$ cat src/hdl/sdram_cfg_regs.vh
// register layout and command codes of the configuration word
`ifndef SDRAM_CFG_REGS_VH
`define SDRAM_CFG_REGS_VH
`define CFG_WIDTH        13
`define CFG_BL_LSB       0
`define CFG_BL_MSB       2
`define CFG_ORDER_BIT    3
`define CFG_LAT_LSB      4
`define CFG_LAT_MSB      6
`define CFG_OPM_LSB      7
`define CFG_OPM_MSB      8
`define CFG_WB_BIT       9
`define CFG_RESET        13'h0000
// command code {cs_n, ras_n, cas_n, we_n}
`define CMD_LOAD_CFG     4'h0
// burst length codes
`define BL_1             3'h0
`define BL_2             3'h1
`define BL_4             3'h2
`define BL_8             3'h3
`define BL_PAGE          3'h7
// read latency codes
`define LAT_2            3'h2
`define LAT_3            3'h3
// full page burst length in locations, fixed here
`define PAGE_LEN         10'h200
`endif

$ cat src/hdl/cfg_decode.v
// decode of the configuration word into burst and latency settings
`timescale 1ns/1ps
`default_nettype none
`include "sdram_cfg_regs.vh"
module cfg_decode
(
   // configuration word
   input  wire [12:0] word_i,
   // decoded settings
   output reg  [9:0]  burst_len_o,
   output reg         burst_term_o,
   output reg  [1:0]  latency_o,
   output reg         cfg_valid_o
);
   reg lat_ok;
   reg bl_ok;
   always @*
   begin
      burst_term_o = 1'b0;
      bl_ok        = 1'b1;
      case (word_i[`CFG_BL_MSB:`CFG_BL_LSB])
         `BL_1:   burst_len_o = 10'h001;
         `BL_2:   burst_len_o = 10'h002;
         `BL_4:   burst_len_o = 10'h004;
         `BL_8:   burst_len_o = 10'h008;
         `BL_PAGE:
         begin
            // full page runs until a terminate; only sequential order
            burst_len_o  = `PAGE_LEN;
            burst_term_o = 1'b1;
            bl_ok        = ~word_i[`CFG_ORDER_BIT];
         end
         default:
         begin
            burst_len_o = 10'h001;
            bl_ok       = 1'b0;
         end
      endcase
      case (word_i[`CFG_LAT_MSB:`CFG_LAT_LSB])
         `LAT_2:
         begin
            latency_o = 2'h2;
            lat_ok    = 1'b1;
         end
         `LAT_3:
         begin
            latency_o = 2'h3;
            lat_ok    = 1'b1;
         end
         default:
         begin
            latency_o = 2'h3;
            lat_ok    = 1'b0;
         end
      endcase
      cfg_valid_o = bl_ok & lat_ok
                  & (word_i[`CFG_OPM_MSB:`CFG_OPM_LSB] == 2'h0);
   end
endmodule
`default_nettype wire

$ cat src/hdl/sdram_cfg_reg.v
// configuration register of the synchronous dram and its decoded fields
`timescale 1ns/1ps
`default_nettype none
`include "sdram_cfg_regs.vh"
module sdram_cfg_reg
(
   // clock and reset
   input  wire        REF_CLK_I,
   input  wire        RST_I,
   // command pins, active low, then bank and address pins
   input  wire        CS_N_I,
   input  wire        RAS_N_I,
   input  wire        CAS_N_I,
   input  wire        WE_N_I,
   input  wire [1:0]  BANK_I,
   input  wire [12:0] ADDR_I,
   // stored word and decoded settings
   output reg  [12:0] CFG_WORD_O,
   output reg  [9:0]  BURST_LEN_O,
   output reg         BURST_ORDER_O,
   output reg         BURST_TERM_O,
   output reg  [1:0]  READ_LATENCY_O,
   output reg  [1:0]  OP_MODE_O,
   output reg         WRITE_SINGLE_O,
   output reg         CFG_VALID_O,
   output reg         CFG_LOADED_O,
   output reg         LOAD_PULSE_O
);
   // -----------------------------------------------------------------
   // command decode
   // -----------------------------------------------------------------
   wire load_cmd;
   assign load_cmd = ({CS_N_I, RAS_N_I, CAS_N_I, WE_N_I} == `CMD_LOAD_CFG)
                   & (BANK_I == 2'h0);

   // -----------------------------------------------------------------
   // configuration word
   // -----------------------------------------------------------------
   reg  [12:0] operating_config_word_q;
   wire [12:0] operating_config_word_d;
   reg         loaded_q;
   assign operating_config_word_d = load_cmd ? ADDR_I
                                             : operating_config_word_q;
   always @(posedge REF_CLK_I or posedge RST_I)
   begin
      if (RST_I)
      begin
         operating_config_word_q <= `CFG_RESET;
         loaded_q                <= 1'b0;
      end
      else
      begin
         operating_config_word_q <= operating_config_word_d;
         loaded_q                <= loaded_q | load_cmd;
      end
   end

   // -----------------------------------------------------------------
   // field decode, registered so outputs come from flip-flops
   // -----------------------------------------------------------------
   wire [9:0] bl_w;
   wire       term_w;
   wire [1:0] lat_w;
   wire       valid_w;
   cfg_decode u_decode
   (
      .word_i       (operating_config_word_d),
      .burst_len_o  (bl_w),
      .burst_term_o (term_w),
      .latency_o    (lat_w),
      .cfg_valid_o  (valid_w)
   );

   // -----------------------------------------------------------------
   // stored word
   // -----------------------------------------------------------------
   // reserved bits stored only
   always @(posedge REF_CLK_I or posedge RST_I)
   begin
      if (RST_I)
      begin
         CFG_WORD_O <= `CFG_RESET;
      end
      else
      begin
         CFG_WORD_O <= operating_config_word_d;
      end
   end

   // -----------------------------------------------------------------
   // burst length
   // -----------------------------------------------------------------
   // burst length field
   always @(posedge REF_CLK_I or posedge RST_I)
   begin
      if (RST_I)
      begin
         BURST_LEN_O <= 10'h001;
      end
      else
      begin
         BURST_LEN_O <= bl_w;
      end
   end

   // -----------------------------------------------------------------
   // burst terminate need
   // -----------------------------------------------------------------
   // full page terminate
   always @(posedge REF_CLK_I or posedge RST_I)
   begin
      if (RST_I)
      begin
         BURST_TERM_O <= 1'b0;
      end
      else
      begin
         BURST_TERM_O <= term_w;
      end
   end

   // -----------------------------------------------------------------
   // burst order
   // -----------------------------------------------------------------
   // order bit
   always @(posedge REF_CLK_I or posedge RST_I)
   begin
      if (RST_I)
      begin
         BURST_ORDER_O <= 1'b0;
      end
      else
      begin
         BURST_ORDER_O <= operating_config_word_d[`CFG_ORDER_BIT];
      end
   end

   // -----------------------------------------------------------------
   // read latency
   // -----------------------------------------------------------------
   // latency field
   always @(posedge REF_CLK_I or posedge RST_I)
   begin
      if (RST_I)
      begin
         READ_LATENCY_O <= 2'h3;
      end
      else
      begin
         READ_LATENCY_O <= lat_w;
      end
   end

   // -----------------------------------------------------------------
   // operating mode
   // -----------------------------------------------------------------
   // operating mode field
   always @(posedge REF_CLK_I or posedge RST_I)
   begin
      if (RST_I)
      begin
         OP_MODE_O <= 2'h0;
      end
      else
      begin
         OP_MODE_O <= operating_config_word_d[`CFG_OPM_MSB:`CFG_OPM_LSB];
      end
   end

   // -----------------------------------------------------------------
   // write burst behaviour
   // -----------------------------------------------------------------
   // write burst bit
   always @(posedge REF_CLK_I or posedge RST_I)
   begin
      if (RST_I)
      begin
         WRITE_SINGLE_O <= 1'b0;
      end
      else
      begin
         WRITE_SINGLE_O <= operating_config_word_d[`CFG_WB_BIT];
      end
   end

   // -----------------------------------------------------------------
   // validity
   // -----------------------------------------------------------------
   // invalid until loaded
   always @(posedge REF_CLK_I or posedge RST_I)
   begin
      if (RST_I)
      begin
         CFG_VALID_O <= 1'b0;
      end
      else
      begin
         CFG_VALID_O <= valid_w & (loaded_q | load_cmd);
      end
   end

   // -----------------------------------------------------------------
   // loaded flag
   // -----------------------------------------------------------------
   // sticky so a controller can see that initialisation happened
   always @(posedge REF_CLK_I or posedge RST_I)
   begin
      if (RST_I)
      begin
         CFG_LOADED_O <= 1'b0;
      end
      else
      begin
         CFG_LOADED_O <= loaded_q | load_cmd;
      end
   end

   // -----------------------------------------------------------------
   // load pulse
   // -----------------------------------------------------------------
   // one cycle per load
   always @(posedge REF_CLK_I or posedge RST_I)
   begin
      if (RST_I)
      begin
         LOAD_PULSE_O <= 1'b0;
      end
      else
      begin
         LOAD_PULSE_O <= load_cmd;
      end
   end
endmodule
`default_nettype wire

$ cat config.mk
export PLATFORM = sky130hd
export DESIGN_NAME = sdram_cfg_reg
export DESIGN_NICKNAME = d
export VERILOG_FILES = /design/src/hdl/cfg_decode.v /design/src/hdl/sdram_cfg_reg.v
export VERILOG_INCLUDE_DIRS = /design/src /design/src/hdl
export SDC_FILE = /design/constraint.sdc
export NUM_CORES = 1
export LEC_CHECK = 0
export ABC_AREA = 1
export BUFFER_PORTS_ARGS = -buffer_cell sky130_fd_sc_hd__buf_2
export CORE_ASPECT_RATIO = 0.6
export CORE_MARGIN = 2
export CORE_UTILIZATION = 49
export DETAILED_ROUTE_END_ITERATION = 8
export GPL_TIMING_DRIVEN = 0
export PLACE_DENSITY = 0.83
export SYNTH_ARGS = -nofsm -noshare
export SYNTH_HDL_FRONTEND = slang
export SYNTH_HIERARCHICAL = 1
export SYNTH_SLANG_ARGS = --single-unit
$ cat constraint.sdc
create_clock -name REF_CLK_I -period 2.2 [get_ports REF_CLK_I]
set_clock_uncertainty 0.2 [all_clocks]
set_input_delay 0 -clock REF_CLK_I [delete_from_list [all_inputs] [get_ports REF_CLK_I]]
set_output_delay 0 -clock REF_CLK_I [all_outputs]
set_load 0.05 [all_outputs]
# == Word level (Yosys, flattened, before mapping) ==
# Index checks and enable logic that the tools add are counted.
# Widths: inputs -> output; s select.
# op_classes
muxes,6
bitwise_logic,6
n_eq_ne,6
n_reduce_logical,6
# op_table
op,n
$pmux 10 s4,1
$eq 3x2->1 const B,4
$mux 10,1
$and 1x1->1,4
$logic_not 2->1,2
$logic_not 4->1,1
$reduce_or 4->1,1
$eq 3x1->1 const B,1
$eq 3x3->1 const B,1
$logic_not 3->1,1
$mux 1,3
$pmux 1 s2,1
$reduce_or 2->1,1
$not 1->1,1
$or 1x1->1,1
# word_totals
elab_cells,35
output_inout_bits,33
in_bits,21
ff_bits,33

# == Logic depth before layout (Yosys ltp) ==
# Gate-level depths: netlist of the first run.
# logic_depth
ltp_word,9
depth_mapped,12

# == By module ==
# Netlist of the first run, hierarchy kept.
# modules_own_cells
mod,seq_area_each_um2,cells_per_inst,area_per_inst_um2,instances
sdram_cfg_reg,729.4,86,1028.5,1
cfg_decode,0.0,32,150.1,1

# == Least setup slack after synthesis of the first run ==
# No wires, ideal clock.
# synth_timing
kind,flip-flop to flip-flop
start,register CFG_WORD_O[0] (netlist name)
end,register CFG_VALID_O
t_required_ns,1.927
setup_time_ns,0.073
synth_period_minus_slack_ns,1.433
slack_ns,0.767
path_stages_with_launch,9
t_arrival_ns,1.160
cell_sequence,dfrtp_1 -> nand2_1 -> nand2_1 -> nand3_1 -> nand2_1 -> nand2_1 -> inv_1 -> inv_1 -> a21oi_2
# synth_rtl
element,line_no,rtl
to (signal assigned),sdram_cfg_reg.v:198,CFG_VALID_O <= valid_w & (loaded_q | load_cmd);
to (decl),sdram_cfg_reg.v:25,"output reg CFG_VALID_O,"

# == Final worst setup path of the first run ==
# layout_timing
start,input port WE_N_I
end,register CFG_WORD_O[12]
# layout_via
elab_chain_cells,2
# layout_lines
element,line_no,rtl
from (decl),sdram_cfg_reg.v:14,"input wire WE_N_I,"
$logic_not 4->1 (no source line),n/a,
$and 1x1->1,sdram_cfg_reg.v:33,"assign load_cmd = ({CS_N_I, RAS_N_I, CAS_N_I, WE_N_I} == `CMD_LOAD_CFG)"
to (signal assigned),sdram_cfg_reg.v:82,CFG_WORD_O <= `CFG_RESET;
to (signal assigned),sdram_cfg_reg.v:86,CFG_WORD_O <= operating_config_word_d;
to (decl),sdram_cfg_reg.v:18,"output reg [12:0] CFG_WORD_O,"
# Every way passes these cells.
# A chain may end at the register's enable or synchronous reset.

==> results of run 1 <==
==> cells by family (layout without fill, tap and decap cells) <==
group                  Yosys count  after routing
and+or+nand+nor                 59             59
DFF                             29             29
buffers and inverters           26            107
other                            2              6
AOI/OAI and AO/OA                2              2
==> layout make-up <==
type / instances / area (um^2)
multi-input combinational: 67 / 323
fill: 126 / 414
clock buffer: 7 / 86.3
buffer: 14 / 101
sequential: 29 / 729
timing repair buffer: 74 / 475
tap: 30 / 37.5
inverter: 12 / 45.0
==> metal layers <==
metal,track usage (%),vias to the layer above,wire length (um)
met4,9.80,0,59
met3,11.0,10,299
met2,43.8,53,1680
met1,31.2,563,1340
li1,-,527,-
met5,0,-,0
==> power groups by stage <==
stage                     clock network [mW]  logic, mW  registers, mW
after global placement                     0      0.568          0.649
final                                  0.432      0.631          0.648
after global routing                   0.467      0.665          0.654
after floorplan                            0      0.184          0.910
after CTS                              0.427      0.616          0.644
after detailed placement                   0      0.579          0.652
==> Yosys cell counts <==
library cell  count  share of area, %
nor2_2            3               1.6
nand3_1           1              0.42
dfrtp_1          26                55
nand4_1          13               6.9
nor3_1            2              0.85
buf_2             3               1.3
nand2_1          32                10
inv_1            12               3.8
buf_6             1              0.96
buf_4            10               6.4
nand3_4           1               1.5
a21oi_2           1              0.74
nor2_1            6               1.9
conb_1            2              0.64
o21ai_0           1              0.42
or2_2             1              0.53
dfstp_2           3               6.7
==> final timing paths <==
check                               start  slack, ns        endpoint  cells after the start
max reg2reg                 CFG_WORD_O[3]       0.72   CFG_WORD_O[3]                      3
max in group asynchronous           RST_I       0.85  BURST_LEN_O[1]                      3
min                               CAS_N_I      0.009    LOAD_PULSE_O                      5
max                                WE_N_I       0.07  CFG_WORD_O[12]                      7
min in group asynchronous           RST_I       0.31  BURST_LEN_O[5]                      3
min reg2reg                CFG_WORD_O[11]       0.29  CFG_WORD_O[11]                      2
==> worst register-to-register path: cells and delay by family (launching register included) <==
| kind | cells | cell delay (ns) |
|---|---|---|
| AND/OR/NAND/NOR | 2 | 0.17 |
| flip-flops | 1 | 0.41 |
| buffers and inverters | 1 | 0.58 |
==> metrics by stage <==
stage / instances / power (mW) / util [%] / area [um^2]
3_3_place_gp: 205 / 1.22 / 67.6 / 1500
3_5_place_dp: 205 / 1.23 / 67.6 / 1500
6_report: 233 / 1.71 / 81.3 / 1800
2_1_floorplan: 122 / 1.09 / - / 1190
5_1_grt: 233 / 1.79 / 81.3 / 1800
4_1_cts: 233 / 1.69 / 81.1 / 1790
==> timing repair <==
action / in CTS / in global routing
gates resized for setup: 0 / 1
setup endpoints to repair: 0 / 2
hold endpoints to repair: 43 / 0
hold buffers: 21 / 0
==> state kept, by name (all words and copies together) (netlist names) <==
name,flops
CFG_VALID_O,1
OP_MODE_O,1
CFG_WORD_O,12
BURST_TERM_O,1
LOAD_PULSE_O,1
BURST_LEN_O,10
CFG_LOADED_O,1
READ_LATENCY_O,2
==> results.yml, run 1 <==
status:
  outcome: "completed"
worst_setup_path:
  cp.buffers_inverters: 4
  path_delay_family: "buffers and inverters"
  cp.required_ns: 2.21
  slowest_delay_ns: 0.58
  worst_ep_arrival_time_ns: 2.14
  path_max_fanout: 5
  critical-path-slowest-cell: "dlygate4sd3_1"
  path_cells: "dlygate4sd3_1, buf_2, nor2_4, nand4_1, dlygate4sd3_1, nand2_1, dlygate4sd3_1"
  worstSetupPathType: "in2reg"
  end_kind: "register"
  cp-start-kind: "primary input"
  cp_common_cell: "dlygate4sd3_1"
run:
  maxCapViolations: 0
synth:
  synth-compound-area-share_pct: 1.17
  synth_fa_ha_area_share_pct: 0
  synth-simple-area-share_pct: 23.9
  synth_mux_area_share_pct: 0
  syn_area_mm2: 0.00118
  postSynthCellCount: 118
  synth_top_family_by_area: "simple AND/OR/NAND/NOR gates"
  syn_avg_cell_area_um2: 9.99
  yosysWarnings: 6
  ys_types: 17
  seq_area_frac_synth_pct: 61.9
  ys_seq_elements: 29
  synth-xor-area-share_pct: 0
power_and_ir_drop:
  swShare_pct: 40.2
  p_switching_mw: 0.688
  p_int_mw: 1.02
  p_leak_nw: 1.01
  vdd_drop_max_uv: 770
  pwr-share-clk_pct: 25.2
  powerDensity_mw_per_mm2: 951
  power_frac_seq_pct: 37.9
  comb_power_share_pct: 36.9
global_routing:
  grt_usage_pct: 26.6
  first_global_vias: 1115
  overflow: 0
  grt_start_max_net_pins: 30
  antenna_found_initial: 0
  grt_pass1_wl_um: 5290
clock_tree:
  h-tree-depth: 2
  cts_buffers: 5
  cts_tree: "yes"
  insertion_delay_ns: 0.28
  root_buffer: "clkbuf_8"
  clk_path_buf_depth: 2
  cts_sinks: 29
  cts.clk_slew.worst_paths_ns: 0.06
  post_cts_buffers: 0
routing:
  final_antenna_net_count: 0
  totalWireLength_um: 3380
  vias_per_cell: 4.95
  drt_iter0_drc: 72
  first_pass_iters: 4
  vias: 1153
  routedWlPerCell_um: 14.5
  drcViolationCount: 0
final_layout:
  mostFrequentLayoutCells: "buf_2, nand2_1, dfrtp_1"
  synthToLayoutAreaGrowth_pct: 52.5
  fin_nets: 224
  diodes: 0
  mostFrequentLayoutCell: "buf_2"
  drive_gt1_share_pct: 40.4
timing:
  finalHoldViolCount: 0
  fin_tns_setup_ns: 0
  fmax_ghz: 0.469
  max_slew_margin_pct: 30.8
  tightest_slew_ns: 1.04
  setup_viol: 0
  whs_ns: 0.00896
  rsz0062_at_grt: "false"
  final_max_slew_viol_count: 0
  fin_crit_ns: 2.13
  fin_crit_sh_pct: 96.9
  layout_setup_ws_ns: 0.0682
floorplan:
  die_h_um: 42.0
  num_rows: 13
  ios: 54
  die_area_mm2: 0.00283
  start_util_pct: 53.3
  die_w_um: 67.3
  fp.coreArea_mm2: 0.00221
placed_design:
  dp_hpwl_um: 1900
  port_buffers: 53
  pre_cts_slack_ns: 0.686
  place_congestion: 0.725
worst_hold_path:
  min_path_type: "in2reg"
Power figures use the tool's default switching activity.
==> inputs of run 2 (changes only) <==
--- a/config.mk
+++ b/config.mk
@@ -9,10 +9,12 @@
 export ABC_AREA = 1
 export BUFFER_PORTS_ARGS = -buffer_cell sky130_fd_sc_hd__buf_2
+export CELL_PAD_IN_SITES_DETAIL_PLACEMENT = 1
+export CELL_PAD_IN_SITES_GLOBAL_PLACEMENT = 2
 export CORE_ASPECT_RATIO = 0.6
 export CORE_MARGIN = 2
-export CORE_UTILIZATION = 49
+export CORE_UTILIZATION = 28
 export DETAILED_ROUTE_END_ITERATION = 8
 export GPL_TIMING_DRIVEN = 0
-export PLACE_DENSITY = 0.83
+export PLACE_DENSITY_LB_ADDON = 0.1
 export SYNTH_ARGS = -nofsm -noshare
 export SYNTH_HDL_FRONTEND = slang
--- a/constraint.sdc
+++ b/constraint.sdc
@@ -3,3 +3,3 @@
 set_input_delay 0 -clock REF_CLK_I [delete_from_list [all_inputs] [get_ports REF_CLK_I]]
 set_output_delay 0 -clock REF_CLK_I [all_outputs]
-set_load 0.05 [all_outputs]
+set_load 0.1 [all_outputs]
==> run 2 against run 1 <==
Against the previous run:
- the run now ends with negative hold slack left
- cell area up 1.0%
- utilization down 37 points
- non-clock buffer count decreased by 1
- sequential power about the same
- first-iteration DRC count shrank 44%
- sequential share of layout area fell by 0.42 points
- setup slack gained 0.21 ns
- global-route usage is 12 points lower
- cell count is 13% higher
- largest power group is now combinational cells
- highest routed layer unchanged
==> results.yml, run 2 (synthesis results as in run 1) <==
status:
  outcome: "finished, violations left"
  violations: "negative hold slack"
routing:
  final_antenna_net_count: 0
  first_pass_iters: 4
  drt_iter0_drc: 40
  totalWireLength_um: 3040
  drcViolationCount: 0
  routedWlPerCell_um: 11.6
  vias: 1057
  vias_per_cell: 4.02
global_routing:
  grt_usage_pct: 14.3
  first_global_vias: 1068
  grt_start_max_net_pins: 30
  grt_pass1_wl_um: 4900
  overflow: 0
  antenna_found_initial: 0
timing:
  whs_ns: -0.00502
  tightest_slew_ns: 1.08
  final_max_slew_viol_count: 0
  fmax_ghz: 0.520
  fin_crit_sh_pct: 87.5
  fin_tns_setup_ns: 0
  finalHoldViolCount: 1
  rsz0062_at_grt: "false"
  max_slew_margin_pct: 27.9
  setup_viol: 0
  fin_crit_ns: 1.92
final_layout:
  reg_top3: "CFG_WORD_O: 12 flops, BURST_LEN_O: 10 flops, READ_LATENCY_O: 2 flops"
  drive_gt1_share_pct: 40.9
  diodes: 0
  final_cells: 263
  fin_nets: 223
  mostFrequentLayoutCells: "buf_2, nand2_1, dfrtp_1"
  synthToLayoutAreaGrowth_pct: 54.1
  largest_reg_flops: 12
  mostFrequentLayoutCell: "buf_2"
  regMostFlops: "CFG_WORD_O"
floorplan:
  die_area_mm2: 0.00476
  start_util_pct: 28.9
  num_rows: 18
  die_h_um: 54.3
  fp.coreArea_mm2: 0.00408
  die_w_um: 87.8
  ios: 54
worst_setup_path:
  cp_common_cell: "dlygate4sd3_1"
  cp.required_ns: 2.16
  reg2reg_depth: 3
  worst_ep_arrival_time_ns: 1.88
  r2r-end: "CFG_WORD_O[3]"
  end_kind: "register"
  critical-path-slowest-cell: "dlygate4sd3_1"
  worstSetupPathType: "in2reg"
  timing.rr.start: "CFG_WORD_O[3]"
  crit_end: "CFG_WORD_O[12]"
  cp-start-kind: "primary input"
  crit_start: "ADDR_I[12]"
  path_cells: "dlygate4sd3_1, buf_2, nand4_1, dlygate4sd3_1, nand2_1, dlygate4sd3_1"
  path_max_fanout: 1
  slowest_delay_ns: 0.56
  ff2ff_setup_slack_ns: 0.81
clock_tree:
  post_cts_resized: 0
  clk_path_buf_depth: 2
  cts_sinks: 29
  cts.clk_slew.worst_paths_ns: 0.06
  h-tree-depth: 2
  post_cts_buffers: 0
  hold_buffers: 20
  cts_tree: "yes"
  insertion_delay_ns: 0.28
  root_buffer: "clkbuf_8"
  cts_buffers: 5
power_and_ir_drop:
  p_leak_nw: 1.01
  vdd_drop_max_uv: 452
  powerDensity_mw_per_mm2: 1100
worst_hold_path:
  min_path_type: "in2reg"
  min_path_cells: 5
placed_design:
  dp.cells: 235
  place_congestion: 0.635
  dp_hpwl_um: 2130
  port_buffers: 53
run:
  maxCapViolations: 0
## run 2: cell count changes in the layout (fill, tap and decap cells not counted)
cell           delta
clkinv_2          +2
nor2_2            +1
clkbuf_8          -1
dlygate4sd3_1     -1
nor2_4            -1
## run 2: worst max-delay path, delay by kind of cell
kind	cells	cell delay [ns]
buf+inv	4	1.76
simple gates	2	0.12
## run 2: power by group
part | total, mW | internal (mW) | leakage [nW] | switching (mW)
Clock | 0.417 | 0.219 | 0.0450 | 0.199
Combinational | 0.942 | 0.161 | 0.602 | 0.781
Sequential | 0.645 | 0.612 | 0.363 | 0.0331
## run 2: routing by layer
layer	part of all wire, %	vias up	routed length [um]	global-route usage (%)
met2	47	33	1430	22.5
met3	6.2	7	190	4.98
met5	0	-	0	0
met1	45	495	1390	18.2
li1	-	522	-	-
met4	1.4	0	42	6.15
## run 2: how the worst min path moves through the flow
stage	end	startpoint	slack, ns
after floorplan	BURST_LEN_O[1]	RST_I	-0.12
after global placement	CFG_WORD_O[11]	ADDR_I[11]	0.05
after detailed placement	CFG_WORD_O[11]	ADDR_I[11]	0.06
after CTS	LOAD_PULSE_O	WE_N_I	0.002
after global routing	LOAD_PULSE_O	CAS_N_I	0.03
final	LOAD_PULSE_O	WE_N_I	-0.005
## run 2: stage by stage
step	util [%]	hold slack, ns	cell area, um^2	total power, mW	setup slack, ns
floorplan	-	-0.124	1190	1.42	0.439
global placement	37.6	0.0514	1530	1.56	0.626
detailed placement	37.6	0.0592	1530	1.57	0.598
CTS	44.6	0.00248	1820	2.02	0.317
global route	44.6	0.0268	1820	2.10	0.214
finish	44.6	-0.00502	1820	2.00	0.275
## run 2: layout make-up
cell class                 instances  area [um^2]
timing repair buffer              73          465
tap                               60         75.1
clock buffer                       6         72.6
buffer                            14          101
clock inverter                     2         10.0
sequential                        29          729
inverter                          12         45.0
multi-input combinational         67          318
fill                             500         2260
